[config.mk]
export PLATFORM = sky130hd
export DESIGN_NAME = eap_access_protection
export DESIGN_NICKNAME = d
export VERILOG_FILES = /design/src/eap_pkg.sv /design/src/eap_access_protection.sv
export SDC_FILE = /design/constraint.sdc
export NUM_CORES = 1
export LEC_CHECK = 0
export BUFFER_PORTS_ARGS = -buffer_cell sky130_fd_sc_hd__buf_2
export CAP_MARGIN = 25
export CORE_MARGIN = 10
export CORE_UTILIZATION = 44
export DETAILED_ROUTE_END_ITERATION = 10
export SLEW_MARGIN = 40
export SYNTH_ARGS = -nofsm -noshare
export SYNTH_HDL_FRONTEND = slang
export SYNTH_SLANG_ARGS = --single-unit
[constraint.sdc]
create_clock -name clk_in -period 2.78 [get_ports clk_in]
set_input_delay 0 -clock clk_in [delete_from_list [all_inputs] [get_ports clk_in]]
set_output_delay 0 -clock clk_in [all_outputs]
set_load 0.01 [all_outputs]
[src/eap_pkg.sv]
/*
  constants, state encodings and the packed state record of the
  access-protection front end of a two-wire serial memory.
  assumes the user writes every reference as eap_pkg::name.
*/
package eap_pkg;

  ////////////////////////////////////////////////////////////////////////////
  // device codes and address layout
  localparam logic [4:0] EAP_MEM_CODE = 5'h15;
  localparam logic [6:0] EAP_PROTECT_RESET_N_CODE = 7'h5C;
  localparam logic [2:0] EAP_PROTECT_RESET_N_HI_ZERO = 3'h0;
  localparam logic [2:0] EAP_BLOCK0 = 3'h0;
  localparam logic [3:0] EAP_BITS = 4'h8;
  localparam logic [4:0] EAP_PROTECT_RESET_N_GLOBAL = 5'h08;
  localparam logic [4:0] EAP_PROTECT_RESET_N_WPN = 5'h09;
  localparam logic [4:0] EAP_PROTECT_RESET_N_SHARED = 5'h09;
  localparam logic [7:0] EAP_FILL_BYTE = 8'hFF;

  ////////////////////////////////////////////////////////////////////////////
  // field positions inside a protection byte
  localparam int EAP_LOCK_POS = 7;
  localparam int EAP_RF_LSB = 4;
  localparam int EAP_PB_LSB = 0;

  ////////////////////////////////////////////////////////////////////////////
  // permission codes and reset values
  localparam logic [1:0] EAP_PERM_RW = 2'h3;
  localparam logic [1:0] EAP_PB_RST = 2'h3;
  localparam logic [1:0] EAP_RF_RST = 2'h3;
  localparam logic [7:0] EAP_WPN_RST = 8'hFF;
  localparam logic EAP_LOCK_RST = 1'h1;

  ////////////////////////////////////////////////////////////////////////////
  // types
  typedef enum logic [2:0] {
    EAP_IDLE = 3'b000,
    EAP_RX = 3'b001,
    EAP_RX_ACK = 3'b010,
    EAP_TX = 3'b011,
    EAP_TX_ACK = 3'b100,
    EAP_SKIP = 3'b101
  } eap_state_t;

  typedef enum logic [1:0] {
    EAP_PH_DEV = 2'b00,
    EAP_PH_WORD = 2'b01,
    EAP_PH_DATA = 2'b10
  } eap_phase_t;

  typedef struct packed {
    logic [2:0] sh;
    logic lvl;
  } eap_sync_t;

  typedef struct packed {
    eap_sync_t scl;
    eap_sync_t sda;
    eap_sync_t wp;
    eap_sync_t prn;
    logic scl_p;
    logic sda_p;
    eap_state_t st;
    eap_state_t after;
    eap_phase_t ph;
    logic [3:0] cnt;
    logic [7:0] sh;
    logic oe;
    logic rd;
    logic protect_reset_n;
    logic [1:0] bsel;
    logic [9:0] ptr;
    logic [4:0] pptr;
    logic first;
    logic wr_any;
    logic mack;
    logic [7:0] lock;
    logic lock_ap;
    logic [7:0][1:0] pb;
    logic [7:0][1:0] rf;
    logic [1:0] page_wide_permission_field;
    logic [7:0] page_write_enable_bits;
    logic [10:0] maddr;
    logic mwr;
    logic [7:0] mwdata;
    logic prog;
  } eap_regs_t;

endpackage

[src/eap_access_protection.sv]
/*
  two-wire serial slave front end with block permissions, sticky locks,
  block 0 page write enables and the chip-wide write-protect pin.
  assumes an external array answers mem_rdata_in for mem_addr_out within
  one clock, and raises prog_busy_in while a program cycle runs.
*/
`timescale 1ns/10ps

// Contract
// - reads increment low seven pointer bits only
// - write-protect pin high refuses every write
// - protection bits live in separately coded page
// - radio fields stored only, no serial effect
// - disallowed serial access answered with nack
// - field 0x none, 10 read, 11 full
// - cleared lock freezes that block's field
// - locks forced to one under protect reset
// - serial writes only clear locks; reads harmless
// - reads keep block latched by last write
// - write to locked byte acked, unchanged, no program
// - read-only block nacks write data, no program
// - no-access block nacks data and read address
// - shared page bytes checked against page-wide field
// - block 0 pages need enable bit and 11
// - lock never gates the block's data writes
// - blocks 1 to 7 have no page gating
// - protection codes take single bytes only
// - byte layout lock bit 7, field bits 1:0
// - protect reset low holds serial port reset
// - no address ack while program cycle runs
module eap_access_protection (
  input wire logic clk_in,
  input wire logic rst_in,
  input wire logic scl_in,
  input wire logic sda_in,
  output logic sda_out,
  output logic sda_oe_out,
  input wire logic wp_in,
  input wire logic protect_reset_n_in,
  input wire logic prog_busy_in,
  input wire logic [7:0] mem_rdata_in,
  output logic [10:0] mem_addr_out,
  output logic [7:0] mem_wdata_out,
  output logic mem_wr_out,
  output logic prog_start_out
);

  ////////////////////////////////////////////////////////////////////////////
  // functions

  // three-stage pin filter: level moves once stages two and three agree
  function automatic eap_pkg::eap_sync_t sync_step(input eap_pkg::eap_sync_t s,
                                                   input logic pin);
    eap_pkg::eap_sync_t r;
    r = s;
    r.sh = {s.sh[1:0], pin};
    if (s.sh[1] == s.sh[2]) begin
      r.lvl = s.sh[2];
    end
    return r;
  endfunction

  function automatic logic [1:0] perm_of(input eap_pkg::eap_regs_t r,
                                         input logic [2:0] blk);
    return r.pb[blk];
  endfunction

  function automatic logic protect_reset_n_readable(input eap_pkg::eap_regs_t r);
    logic ok;
    ok = 1'b1;
    if (r.pptr >= eap_pkg::EAP_PROTECT_RESET_N_SHARED) begin
      ok = r.page_wide_permission_field[1];
    end
    return ok;
  endfunction

  function automatic logic [10:0] rd_addr(input eap_pkg::eap_regs_t r);
    logic [10:0] a;
    a = {1'b0, r.ptr};
    if (r.protect_reset_n) begin
      a = {1'b1, 5'h00, r.pptr};
    end
    return a;
  endfunction

  function automatic logic [7:0] rd_byte(input eap_pkg::eap_regs_t r,
                                         input logic [7:0] mem);
    logic [7:0] b;
    b = mem;
    if (r.protect_reset_n && !r.first) begin
      b = eap_pkg::EAP_FILL_BYTE;
    end else if (r.protect_reset_n && r.pptr < eap_pkg::EAP_PROTECT_RESET_N_GLOBAL) begin
      b = 8'h00;
      b[eap_pkg::EAP_LOCK_POS] = r.lock[r.pptr[2:0]];
      b[eap_pkg::EAP_RF_LSB +: 2] = r.rf[r.pptr[2:0]];
      b[eap_pkg::EAP_PB_LSB +: 2] = r.pb[r.pptr[2:0]];
    end else if (r.protect_reset_n && r.pptr == eap_pkg::EAP_PROTECT_RESET_N_GLOBAL) begin
      b = 8'h00;
      b[eap_pkg::EAP_LOCK_POS] = r.lock_ap;
      b[eap_pkg::EAP_PB_LSB +: 2] = r.page_wide_permission_field;
    end else if (r.protect_reset_n && r.pptr == eap_pkg::EAP_PROTECT_RESET_N_WPN) begin
      b = r.page_write_enable_bits;
    end
    return b;
  endfunction

  ////////////////////////////////////////////////////////////////////////////
  // state

  eap_pkg::eap_regs_t q;
  eap_pkg::eap_regs_t d;

  logic scl_rise;
  logic scl_fall;
  logic start_seen;
  logic stop_seen;

  assign scl_rise = q.scl.lvl & ~q.scl_p;
  assign scl_fall = ~q.scl.lvl & q.scl_p;
  assign start_seen = q.scl.lvl & q.scl_p & ~q.sda.lvl & q.sda_p;
  assign stop_seen = q.scl.lvl & q.scl_p & q.sda.lvl & ~q.sda_p;

  ////////////////////////////////////////////////////////////////////////////
  // next state

  always_comb begin
    logic mem_hit;
    logic protect_reset_n_hit;
    logic ok;
    logic [7:0] nb;
    logic [2:0] idx;
    logic [1:0] perm;
    mem_hit = 1'b0;
    perm = 2'h0;
    protect_reset_n_hit = 1'b0;
    ok = 1'b0;
    nb = 8'h00;
    idx = 3'h0;
    d = q;
    d.scl = sync_step(q.scl, scl_in);
    d.sda = sync_step(q.sda, sda_in);
    d.wp = sync_step(q.wp, wp_in);
    d.prn = sync_step(q.prn, protect_reset_n_in);
    d.scl_p = q.scl.lvl;
    d.sda_p = q.sda.lvl;
    d.mwr = 1'b0;
    d.prog = 1'b0;
    d.maddr = rd_addr(q);
    nb = rd_byte(q, mem_rdata_in);
    if (!q.prn.lvl) begin
      d.lock = '1;
      d.lock_ap = eap_pkg::EAP_LOCK_RST;
      d.st = eap_pkg::EAP_IDLE;
      d.oe = 1'b0;
      d.wr_any = 1'b0;
    end else if (start_seen) begin
      d.st = eap_pkg::EAP_RX;
      d.ph = eap_pkg::EAP_PH_DEV;
      d.cnt = 4'h0;
      d.oe = 1'b0;
    end else if (stop_seen) begin
      d.st = eap_pkg::EAP_IDLE;
      d.oe = 1'b0;
      d.prog = q.wr_any;
      d.wr_any = 1'b0;
    end else begin
      unique case (q.st)
        eap_pkg::EAP_IDLE, eap_pkg::EAP_SKIP: begin
        end
        eap_pkg::EAP_RX: begin
          if (scl_rise) begin
            d.sh = {q.sh[6:0], q.sda.lvl};
            d.cnt = q.cnt + 4'h1;
          end else if (scl_fall && q.cnt == eap_pkg::EAP_BITS) begin
            d.st = eap_pkg::EAP_RX_ACK;
            d.after = eap_pkg::EAP_RX;
            unique case (q.ph)
              eap_pkg::EAP_PH_DEV: begin
                mem_hit = q.sh[7:3] == eap_pkg::EAP_MEM_CODE;
                protect_reset_n_hit = q.sh[7:1] == eap_pkg::EAP_PROTECT_RESET_N_CODE;
                if (!(mem_hit || protect_reset_n_hit) || prog_busy_in) begin
                  d.st = eap_pkg::EAP_SKIP;
                end else if (q.sh[0]) begin
                  d.protect_reset_n = protect_reset_n_hit;
                  d.rd = 1'b1;
                  d.first = 1'b1;
                  if (protect_reset_n_hit) begin
                    ok = protect_reset_n_readable(q);
                  end else begin
                    perm = perm_of(q, q.ptr[9:7]);
                    ok = perm[1];
                  end
                  d.oe = ok;
                  d.after = ok ? eap_pkg::EAP_TX : eap_pkg::EAP_SKIP;
                end else begin
                  d.protect_reset_n = protect_reset_n_hit;
                  d.rd = 1'b0;
                  d.bsel = q.sh[2:1];
                  d.ph = eap_pkg::EAP_PH_WORD;
                  d.oe = 1'b1;
                end
              end
              eap_pkg::EAP_PH_WORD: begin
                ok = 1'b1;
                if (q.protect_reset_n) begin
                  ok = q.sh[7:5] == eap_pkg::EAP_PROTECT_RESET_N_HI_ZERO;
                  d.pptr = q.sh[4:0];
                end else begin
                  d.ptr = {q.bsel, q.sh};
                end
                d.first = 1'b1;
                d.ph = eap_pkg::EAP_PH_DATA;
                d.oe = ok;
                d.after = ok ? eap_pkg::EAP_RX : eap_pkg::EAP_SKIP;
              end
              eap_pkg::EAP_PH_DATA: begin
                if (q.protect_reset_n) begin
                  if (!q.first) begin
                    ok = 1'b0;
                  end else if (q.wp.lvl) begin
                    ok = 1'b0;
                  end else if (q.pptr < eap_pkg::EAP_PROTECT_RESET_N_GLOBAL) begin
                    ok = 1'b1;
                    idx = q.pptr[2:0];
                    if (q.lock[idx]) begin
                      d.lock[idx] = q.lock[idx] & q.sh[eap_pkg::EAP_LOCK_POS];
                      d.pb[idx] = q.sh[eap_pkg::EAP_PB_LSB +: 2];
                      d.rf[idx] = q.sh[eap_pkg::EAP_RF_LSB +: 2];
                      d.wr_any = 1'b1;
                    end
                  end else if (q.pptr == eap_pkg::EAP_PROTECT_RESET_N_GLOBAL) begin
                    ok = 1'b1;
                    if (q.lock_ap) begin
                      d.lock_ap = q.lock_ap & q.sh[eap_pkg::EAP_LOCK_POS];
                      d.page_wide_permission_field = q.sh[eap_pkg::EAP_PB_LSB +: 2];
                      d.wr_any = 1'b1;
                    end
                  end else begin
                    ok = q.page_wide_permission_field == eap_pkg::EAP_PERM_RW;
                    if (ok && q.pptr == eap_pkg::EAP_PROTECT_RESET_N_WPN) begin
                      d.page_write_enable_bits = q.sh;
                      d.wr_any = 1'b1;
                    end else if (ok) begin
                      d.mwr = 1'b1;
                      d.maddr = {1'b1, 5'h00, q.pptr};
                      d.mwdata = q.sh;
                      d.wr_any = 1'b1;
                    end
                  end
                end else begin
                  // lock bits take no part here
                  perm = perm_of(q, q.ptr[9:7]);
                  ok = !q.wp.lvl && perm == eap_pkg::EAP_PERM_RW;
                  if (q.ptr[9:7] == eap_pkg::EAP_BLOCK0) begin
                    ok = ok && q.page_write_enable_bits[q.ptr[6:4]];
                  end
                  if (ok) begin
                    d.mwr = 1'b1;
                    d.maddr = {1'b0, q.ptr};
                    d.mwdata = q.sh;
                    d.ptr[3:0] = q.ptr[3:0] + 4'h1;
                    d.wr_any = 1'b1;
                  end
                end
                if (!ok) begin
                  d.wr_any = 1'b0;
                end
                d.first = 1'b0;
                d.oe = ok;
                d.after = ok ? eap_pkg::EAP_RX : eap_pkg::EAP_SKIP;
              end
              default: begin
                d.st = eap_pkg::EAP_SKIP;
              end
            endcase
          end
        end
        eap_pkg::EAP_RX_ACK: begin
          if (scl_fall) begin
            d.oe = 1'b0;
            d.st = q.after;
            d.cnt = 4'h0;
            if (q.after == eap_pkg::EAP_TX) begin
              d.sh = nb;
              d.oe = ~nb[7];
            end
          end
        end
        eap_pkg::EAP_TX: begin
          if (scl_rise) begin
            d.cnt = q.cnt + 4'h1;
          end else if (scl_fall && q.cnt == eap_pkg::EAP_BITS) begin
            d.oe = 1'b0;
            d.st = eap_pkg::EAP_TX_ACK;
            if (q.protect_reset_n) begin
              d.first = 1'b0;
            end else begin
              d.ptr[6:0] = q.ptr[6:0] + 7'h01;
            end
          end else if (scl_fall) begin
            d.sh = {q.sh[6:0], 1'b1};
            d.oe = ~q.sh[6];
          end
        end
        eap_pkg::EAP_TX_ACK: begin
          if (scl_rise) begin
            d.mack = ~q.sda.lvl;
          end else if (scl_fall) begin
            d.cnt = 4'h0;
            if (q.mack) begin
              d.st = eap_pkg::EAP_TX;
              d.sh = nb;
              d.oe = ~nb[7];
            end else begin
              d.st = eap_pkg::EAP_SKIP;
            end
          end
        end
        default: begin
          d.st = eap_pkg::EAP_IDLE;
          d.oe = 1'b0;
        end
      endcase
    end
    if (rst_in) begin
      d = '0;
      d.scl.sh = 3'h7;
      d.scl.lvl = 1'b1;
      d.sda.sh = 3'h7;
      d.sda.lvl = 1'b1;
      d.wp.sh = 3'h7;
      d.wp.lvl = 1'b1;
      d.scl_p = 1'b1;
      d.sda_p = 1'b1;
      d.lock = '1;
      d.lock_ap = eap_pkg::EAP_LOCK_RST;
      d.pb = {8{eap_pkg::EAP_PB_RST}};
      d.rf = {8{eap_pkg::EAP_RF_RST}};
      d.page_wide_permission_field = eap_pkg::EAP_PB_RST;
      d.page_write_enable_bits = eap_pkg::EAP_WPN_RST;
    end
  end

  ////////////////////////////////////////////////////////////////////////////
  // registers and outputs

  always_ff @(posedge clk_in) begin
    q <= d;
  end

  assign sda_out = 1'b0;
  assign sda_oe_out = q.oe;
  assign mem_addr_out = q.maddr;
  assign mem_wdata_out = q.mwdata;
  assign mem_wr_out = q.mwr;
  assign prog_start_out = q.prog;

endmodule

# ---- After elaboration in Yosys (flattened, before gate mapping)
# Index checks and enable logic that the tools add are counted.
# Widths: inputs -> output; s select.
dict set report classes {
  addsub 3
  eq_ne 73
  mux 155
  bitwise 29
  reduce_logical 56
  magnitude_cmp 6
}
# cell n
set ops {}
lappend ops {{$mux 20} 13}
lappend ops {{$mux 1} 67}
lappend ops {{$mux 8} 7}
lappend ops {{$reduce_and 8->1} 7}
lappend ops {{$reduce_and 11->1} 5}
lappend ops {{$reduce_and 13->1} 4}
lappend ops {{$pmux 12 s4} 1}
lappend ops {{$mux 22} 2}
lappend ops {{$mux 21} 2}
lappend ops {{$ne 2x2->1 const B} 21}
lappend ops {{$ne 3x3->1 const B} 14}
lappend ops {{$ne 4x4->1 const B} 10}
lappend ops {{$mux 13} 3}
lappend ops {{$mux 3} 12}
lappend ops {{$mux 9} 4}
lappend ops {{$bwmux 16} 2}
lappend ops {{$reduce_and 12->1} 2}
lappend ops {{$mux 7} 3}
lappend ops {{$mux 5} 4}
lappend ops {{$not 1->1} 20}
lappend ops {{$bmux 2 s3} 3}
lappend ops {{$mux 4} 4}
lappend ops {{$pmux 3 s5} 1}
lappend ops {{$mux 14} 1}
lappend ops {{56 further kinds} 110}
dict set report totals {
  elab_cells 373
  output_inout_bits 23
  regBits 133
}

# ---- Longest topological paths before layout
dict set report depth {
  word_depth 29
  ltp_mapped 10
  depth_no_buf 8
}

# ---- Worst setup path after synthesis
# OpenSTA, ideal clock, no wires.
dict set report synth_timing {
  kind {flip-flop to flip-flop}
  start {register q[103] (netlist name)}
  end {register q[27] (netlist name)}
  setup_slack_ns 0.666
  setup_ns 0.120
  stages_incl_launch_ff 9
  n_path_buf 1
  t_arrival_ns 1.994
  cell_sequence {dfxtp_1 > inv_1 > ha_1 > and3b_1 > nand4_1 > nor4_2 > buf_4 > nor2b_1 > a211o_1}
}
dict set report synth_via {
  elab_chain_len 3
}
# item line
set synth_rtl {}
lappend synth_rtl {{start, declared} eap_access_protection.sv:110} ;# eap_pkg::eap_regs_t q;
lappend synth_rtl {{start signal, assigned} eap_access_protection.sv:348} ;# q <= d;
lappend synth_rtl {{$eq 4x4->1} eap_access_protection.sv:174} ;# end else if (scl_fall && q.cnt == eap_pkg::EAP_BITS) begin
lappend synth_rtl {{$logic_and 1x1->1} eap_access_protection.sv:174}
lappend synth_rtl {{$reduce_and 13->1 (no source line)} n/a}
# No other way between the ends.
# A chain may end at the register's enable or synchronous reset.

# ---- Final worst setup path
dict set report layout_timing {
  start {register q[85] (netlist name)}
  end {register q[73] (netlist name)}
}
dict set report layout_via {
  elab_chain_len 26
}
# item line
set layout_rtl {}
lappend layout_rtl {{$bmux 1 s3 *} eap_access_protection.sv:255} ;# ok = ok && q.page_write_enable_bits[q.ptr[6:4]];
lappend layout_rtl {{$mux 1 (implied by the code) *} eap_access_protection.sv:255}
lappend layout_rtl {{$logic_and 1x1->1 *} eap_access_protection.sv:255}
lappend layout_rtl {{$mux 1 *} eap_access_protection.sv:254} ;# if (q.ptr[9:7] == eap_pkg::EAP_BLOCK0) begin
lappend layout_rtl {{$mux 1 *} eap_access_protection.sv:217} ;# if (q.protect_reset_n) begin
lappend layout_rtl {{$mux 1 *} eap_access_protection.sv:177} ;# unique case (q.ph)
lappend layout_rtl {{$mux 1 *} eap_access_protection.sv:174}
lappend layout_rtl {{$mux 1 *} eap_access_protection.sv:171} ;# if (scl_rise) begin
lappend layout_rtl {{[10 not listed]} n/a}
lappend layout_rtl {{$mux 1} eap_access_protection.sv:156} ;# end else if (start_seen) begin
lappend layout_rtl {{$mux 1} eap_access_protection.sv:150} ;# if (!q.prn.lvl) begin
lappend layout_rtl {{$mux 1} eap_access_protection.sv:265} ;# if (!ok) begin
lappend layout_rtl {{$mux 1} eap_access_protection.sv:177}
lappend layout_rtl {{$mux 22} eap_access_protection.sv:174}
lappend layout_rtl {{$mux 22} eap_access_protection.sv:171}
lappend layout_rtl {{$mux 1} eap_access_protection.sv:167} ;# unique case (q.st)
lappend layout_rtl {{$mux 1} eap_access_protection.sv:161} ;# end else if (stop_seen) begin
# Mark *: on every way between the ends. The rest lies on a longest branch, timed or not. The select of a mux whose other input is x is not followed.

==> qor.txt <==
Tmin final -> 2.634 ns
Core Region -> 15770 sq um
post-route setup TNS -> 0 ns
max frequency -> 0.3796 GHz
WL final -> 20310 um
PD cells -> 506.2 nW/um^2
Sink Count -> 132
EDFF count, synth -> 0
largest net degree at the start of global routing -> 67
HP Class -> in -> reg
Synth Warn # -> 0
Antenna Nets Post-Route -> 0
share of layout cells above drive strength 1 -> 0.1749
syn nets -> 824
setup slack after layout -> 0.1458 ns
die area -> 21420 sq um
unrepaired setup endpoints after global routing -> false
Ports -> 38
CP startpoint -> q[85]
CTS buffer count -> 17
slew margin rel. -> 0.4818
post-synthesis sequential area ratio -> 0.3763
vias in the first global route -> 5982
Reg-to-Reg Start -> q[85]
Starting Density -> 0.4453
CP Data Required Time -> 3.11 ns
Top Family by Delay on Critical Path -> simple AND/OR/NAND/NOR gates
number of diodes -> 0
cell taking the most area after synthesis -> dfxtp_1
most frequent cells in the layout -> dfxtp_1, nor2_1, mux2i_1, nand2_1, a21oi_1
TritonCTS clock tree -> done
Final Max Tran Viols -> 0
CP Capture Type -> flip-flop
outcome -> finished clean
WP buf/inv -> 0
Cell variety after synth -> 73
commonest non-fill, non-tap cell in the layout -> dfxtp_1
clock root cell -> clkbuf_16
LEAKAGE -> 2.979 nW
CTS H-tree lvls -> 4
1st-iter DRT viols -> 559
Post-Syn Instances -> 802
Final period util -> 0.9476
Hold Startpoint -> prog_busy_in
DP Worst Slack -> 0.1646 ns
# setup viols final -> 0
CTS Buffer Depth -> 2
Cell Rows -> 46
via/cell ratio -> 5.863
crit-path max FO -> 10
top_reg_cell synth -> dfxtp_1
DRC errors left -> 0
top cells by area, synth -> dfxtp_1, mux2i_1, nor2_1, a21oi_1, nor2b_1
total number of vias -> 6162
slowest stage delay, CP -> 0.63 ns
post-cts sizing count -> 0
Peak VDD IR -> 0.0004137 V
average routed wire per standard cell -> 19.33 um
share of the synthesized area in the top cell type -> 0.3763
synthesis-to-layout area growth -> 13.06%
final hold viol count -> 0
startpoint types -> flip-flop
DRT Pass-1 Iters -> 7
Reg clk slew, reported paths -> 0.06 ns
#FFs+latches synth -> 132
gr ovfl total -> 0
Max Cap Viol -> 0
synthesized area -> 7023 sq um
Port Buf Inserts -> 36
worst hold slack -> 0.007087 ns
Die Y -> 146.3 um
global-route wire length before repair -> 32510 um
async set or reset register ratio after synthesis -> 0
syn avg cell area -> 8.757 sq um
total track usage -> 0.1882
crit path DAT -> 2.96 ns
DPL Wire Length -> 14890 um
initial antenna violation count -> 0
gpl congestion -> 0.9702
Final nets -> 845
CP cell instances -> mux2i_1 > mux4_2 > and2_4 > nor4b_4 > nor2_1 > o41ai_2
slew of the pin with the lowest slew margin -> 0.7676 ns
width of the die -> 146.3 um
Slowest-stage cell, CP -> dfxtp_1
Worst Skew -> 0.008434 ns
clock latency on the worst-skew pair -> 0.42 ns
WS Path Type -> reg -> reg
where the power goes:
group          total (W)  switching [W]  internal, W
combinational  0.0000738      0.0000478    0.0000260
clock            0.00204       0.000824      0.00122
sequential       0.00190     0.00000296      0.00190
cell type report:
cell class | count | area (sq um)
sequential | 132 | 2643
clock inverter | 9 | 82.58
inverter | 14 | 52.55
fill | 1511 | 7830
timing repair buffer | 76 | 493.0
clock buffer | 22 | 444.2
multi-input combinational | 582 | 3955
tap | 216 | 270.3
state kept, by name, indices dropped and copies added (netlist names):
name            count
q                 110
mem_addr_out       11
mem_wdata_out       8
mem_wr_out          1
prog_start_out      1
sda_oe_out          1
cell usage after synthesis, types with 8 or more instances:
| library cell | number |
|---|---|
| a211o_1 | 12 |
| inv_1 | 14 |
| nand2b_1 | 12 |
| o31ai_1 | 14 |
| a21o_1 | 8 |
| nand3_1 | 26 |
| or2_2 | 13 |
| nand4_1 | 8 |
| buf_4 | 21 |
| nor3_1 | 15 |
| mux2_2 | 8 |
| a211oi_1 | 9 |
| nand2_1 | 40 |
| dfxtp_1 | 132 |
| buf_2 | 11 |
| nor2_1 | 104 |
| mux2i_1 | 69 |
| nand3b_1 | 10 |
| nor2b_1 | 26 |
| a22oi_1 | 14 |
| clkbuf_1 | 38 |
| o211ai_1 | 10 |
| a21oi_1 | 39 |
| o21ai_0 | 27 |
metrics by stage:
step	area, sq um	total power, W	instances	util
6_report	7940	0.004019	1051	0.5035
5_1_grt	7940	0.004145	1051	0.5035
4_1_cts	7940	0.004054	1051	0.5035
3_5_place_dp	7373	0.002013	1016	0.4676
3_3_place_gp	7368	0.002011	1016	0.4672
2_1_floorplan	7023	0.001988	802	-
worst min-delay path: stages:
cell     delay, ns
buf_2         0.12
nor3_1        0.10
nand3_1       0.08
o31ai_1       0.06
worst paths after layout:
path / endpoint / slack [ns] / cells after the start
max: q[73] / 0.15 / 6
min: q[107] / 0.007 / 4
max reg2reg: q[73] / 0.15 / 6
min reg2reg: q[131] / 0.41 / 1
metal layers:
metal  vias to the layer above  share of wire  track usage
met5                         -              0            0
li1                       2941              -            -
met2                       212           0.47       0.3053
met3                        32          0.061      0.04450
met1                      2977           0.45       0.2399
met4                         0          0.020      0.06356
cell families (layout without fill, tap and decap cells):
family,count (synthesis),count (layout),share of synthesized area
AOI/OAI and AO/OA,181,181,0.1787
xor gates and xnor gates,6,6,0.007484
adders and majority gates,7,7,0.01247
buffers and inverters,88,121,0.06129
DFF,132,132,0.3763
muxes,83,83,0.1304
other,1,1,0.0005340
and+or+nand+nor,304,304,0.2328
what timing repair did:
action,in CTS,in global routing
hold endpoints to repair,4,0
hold buffers,4,0
buffers inserted,0,0
No activity file was read; power rests on OpenSTA's default activity.
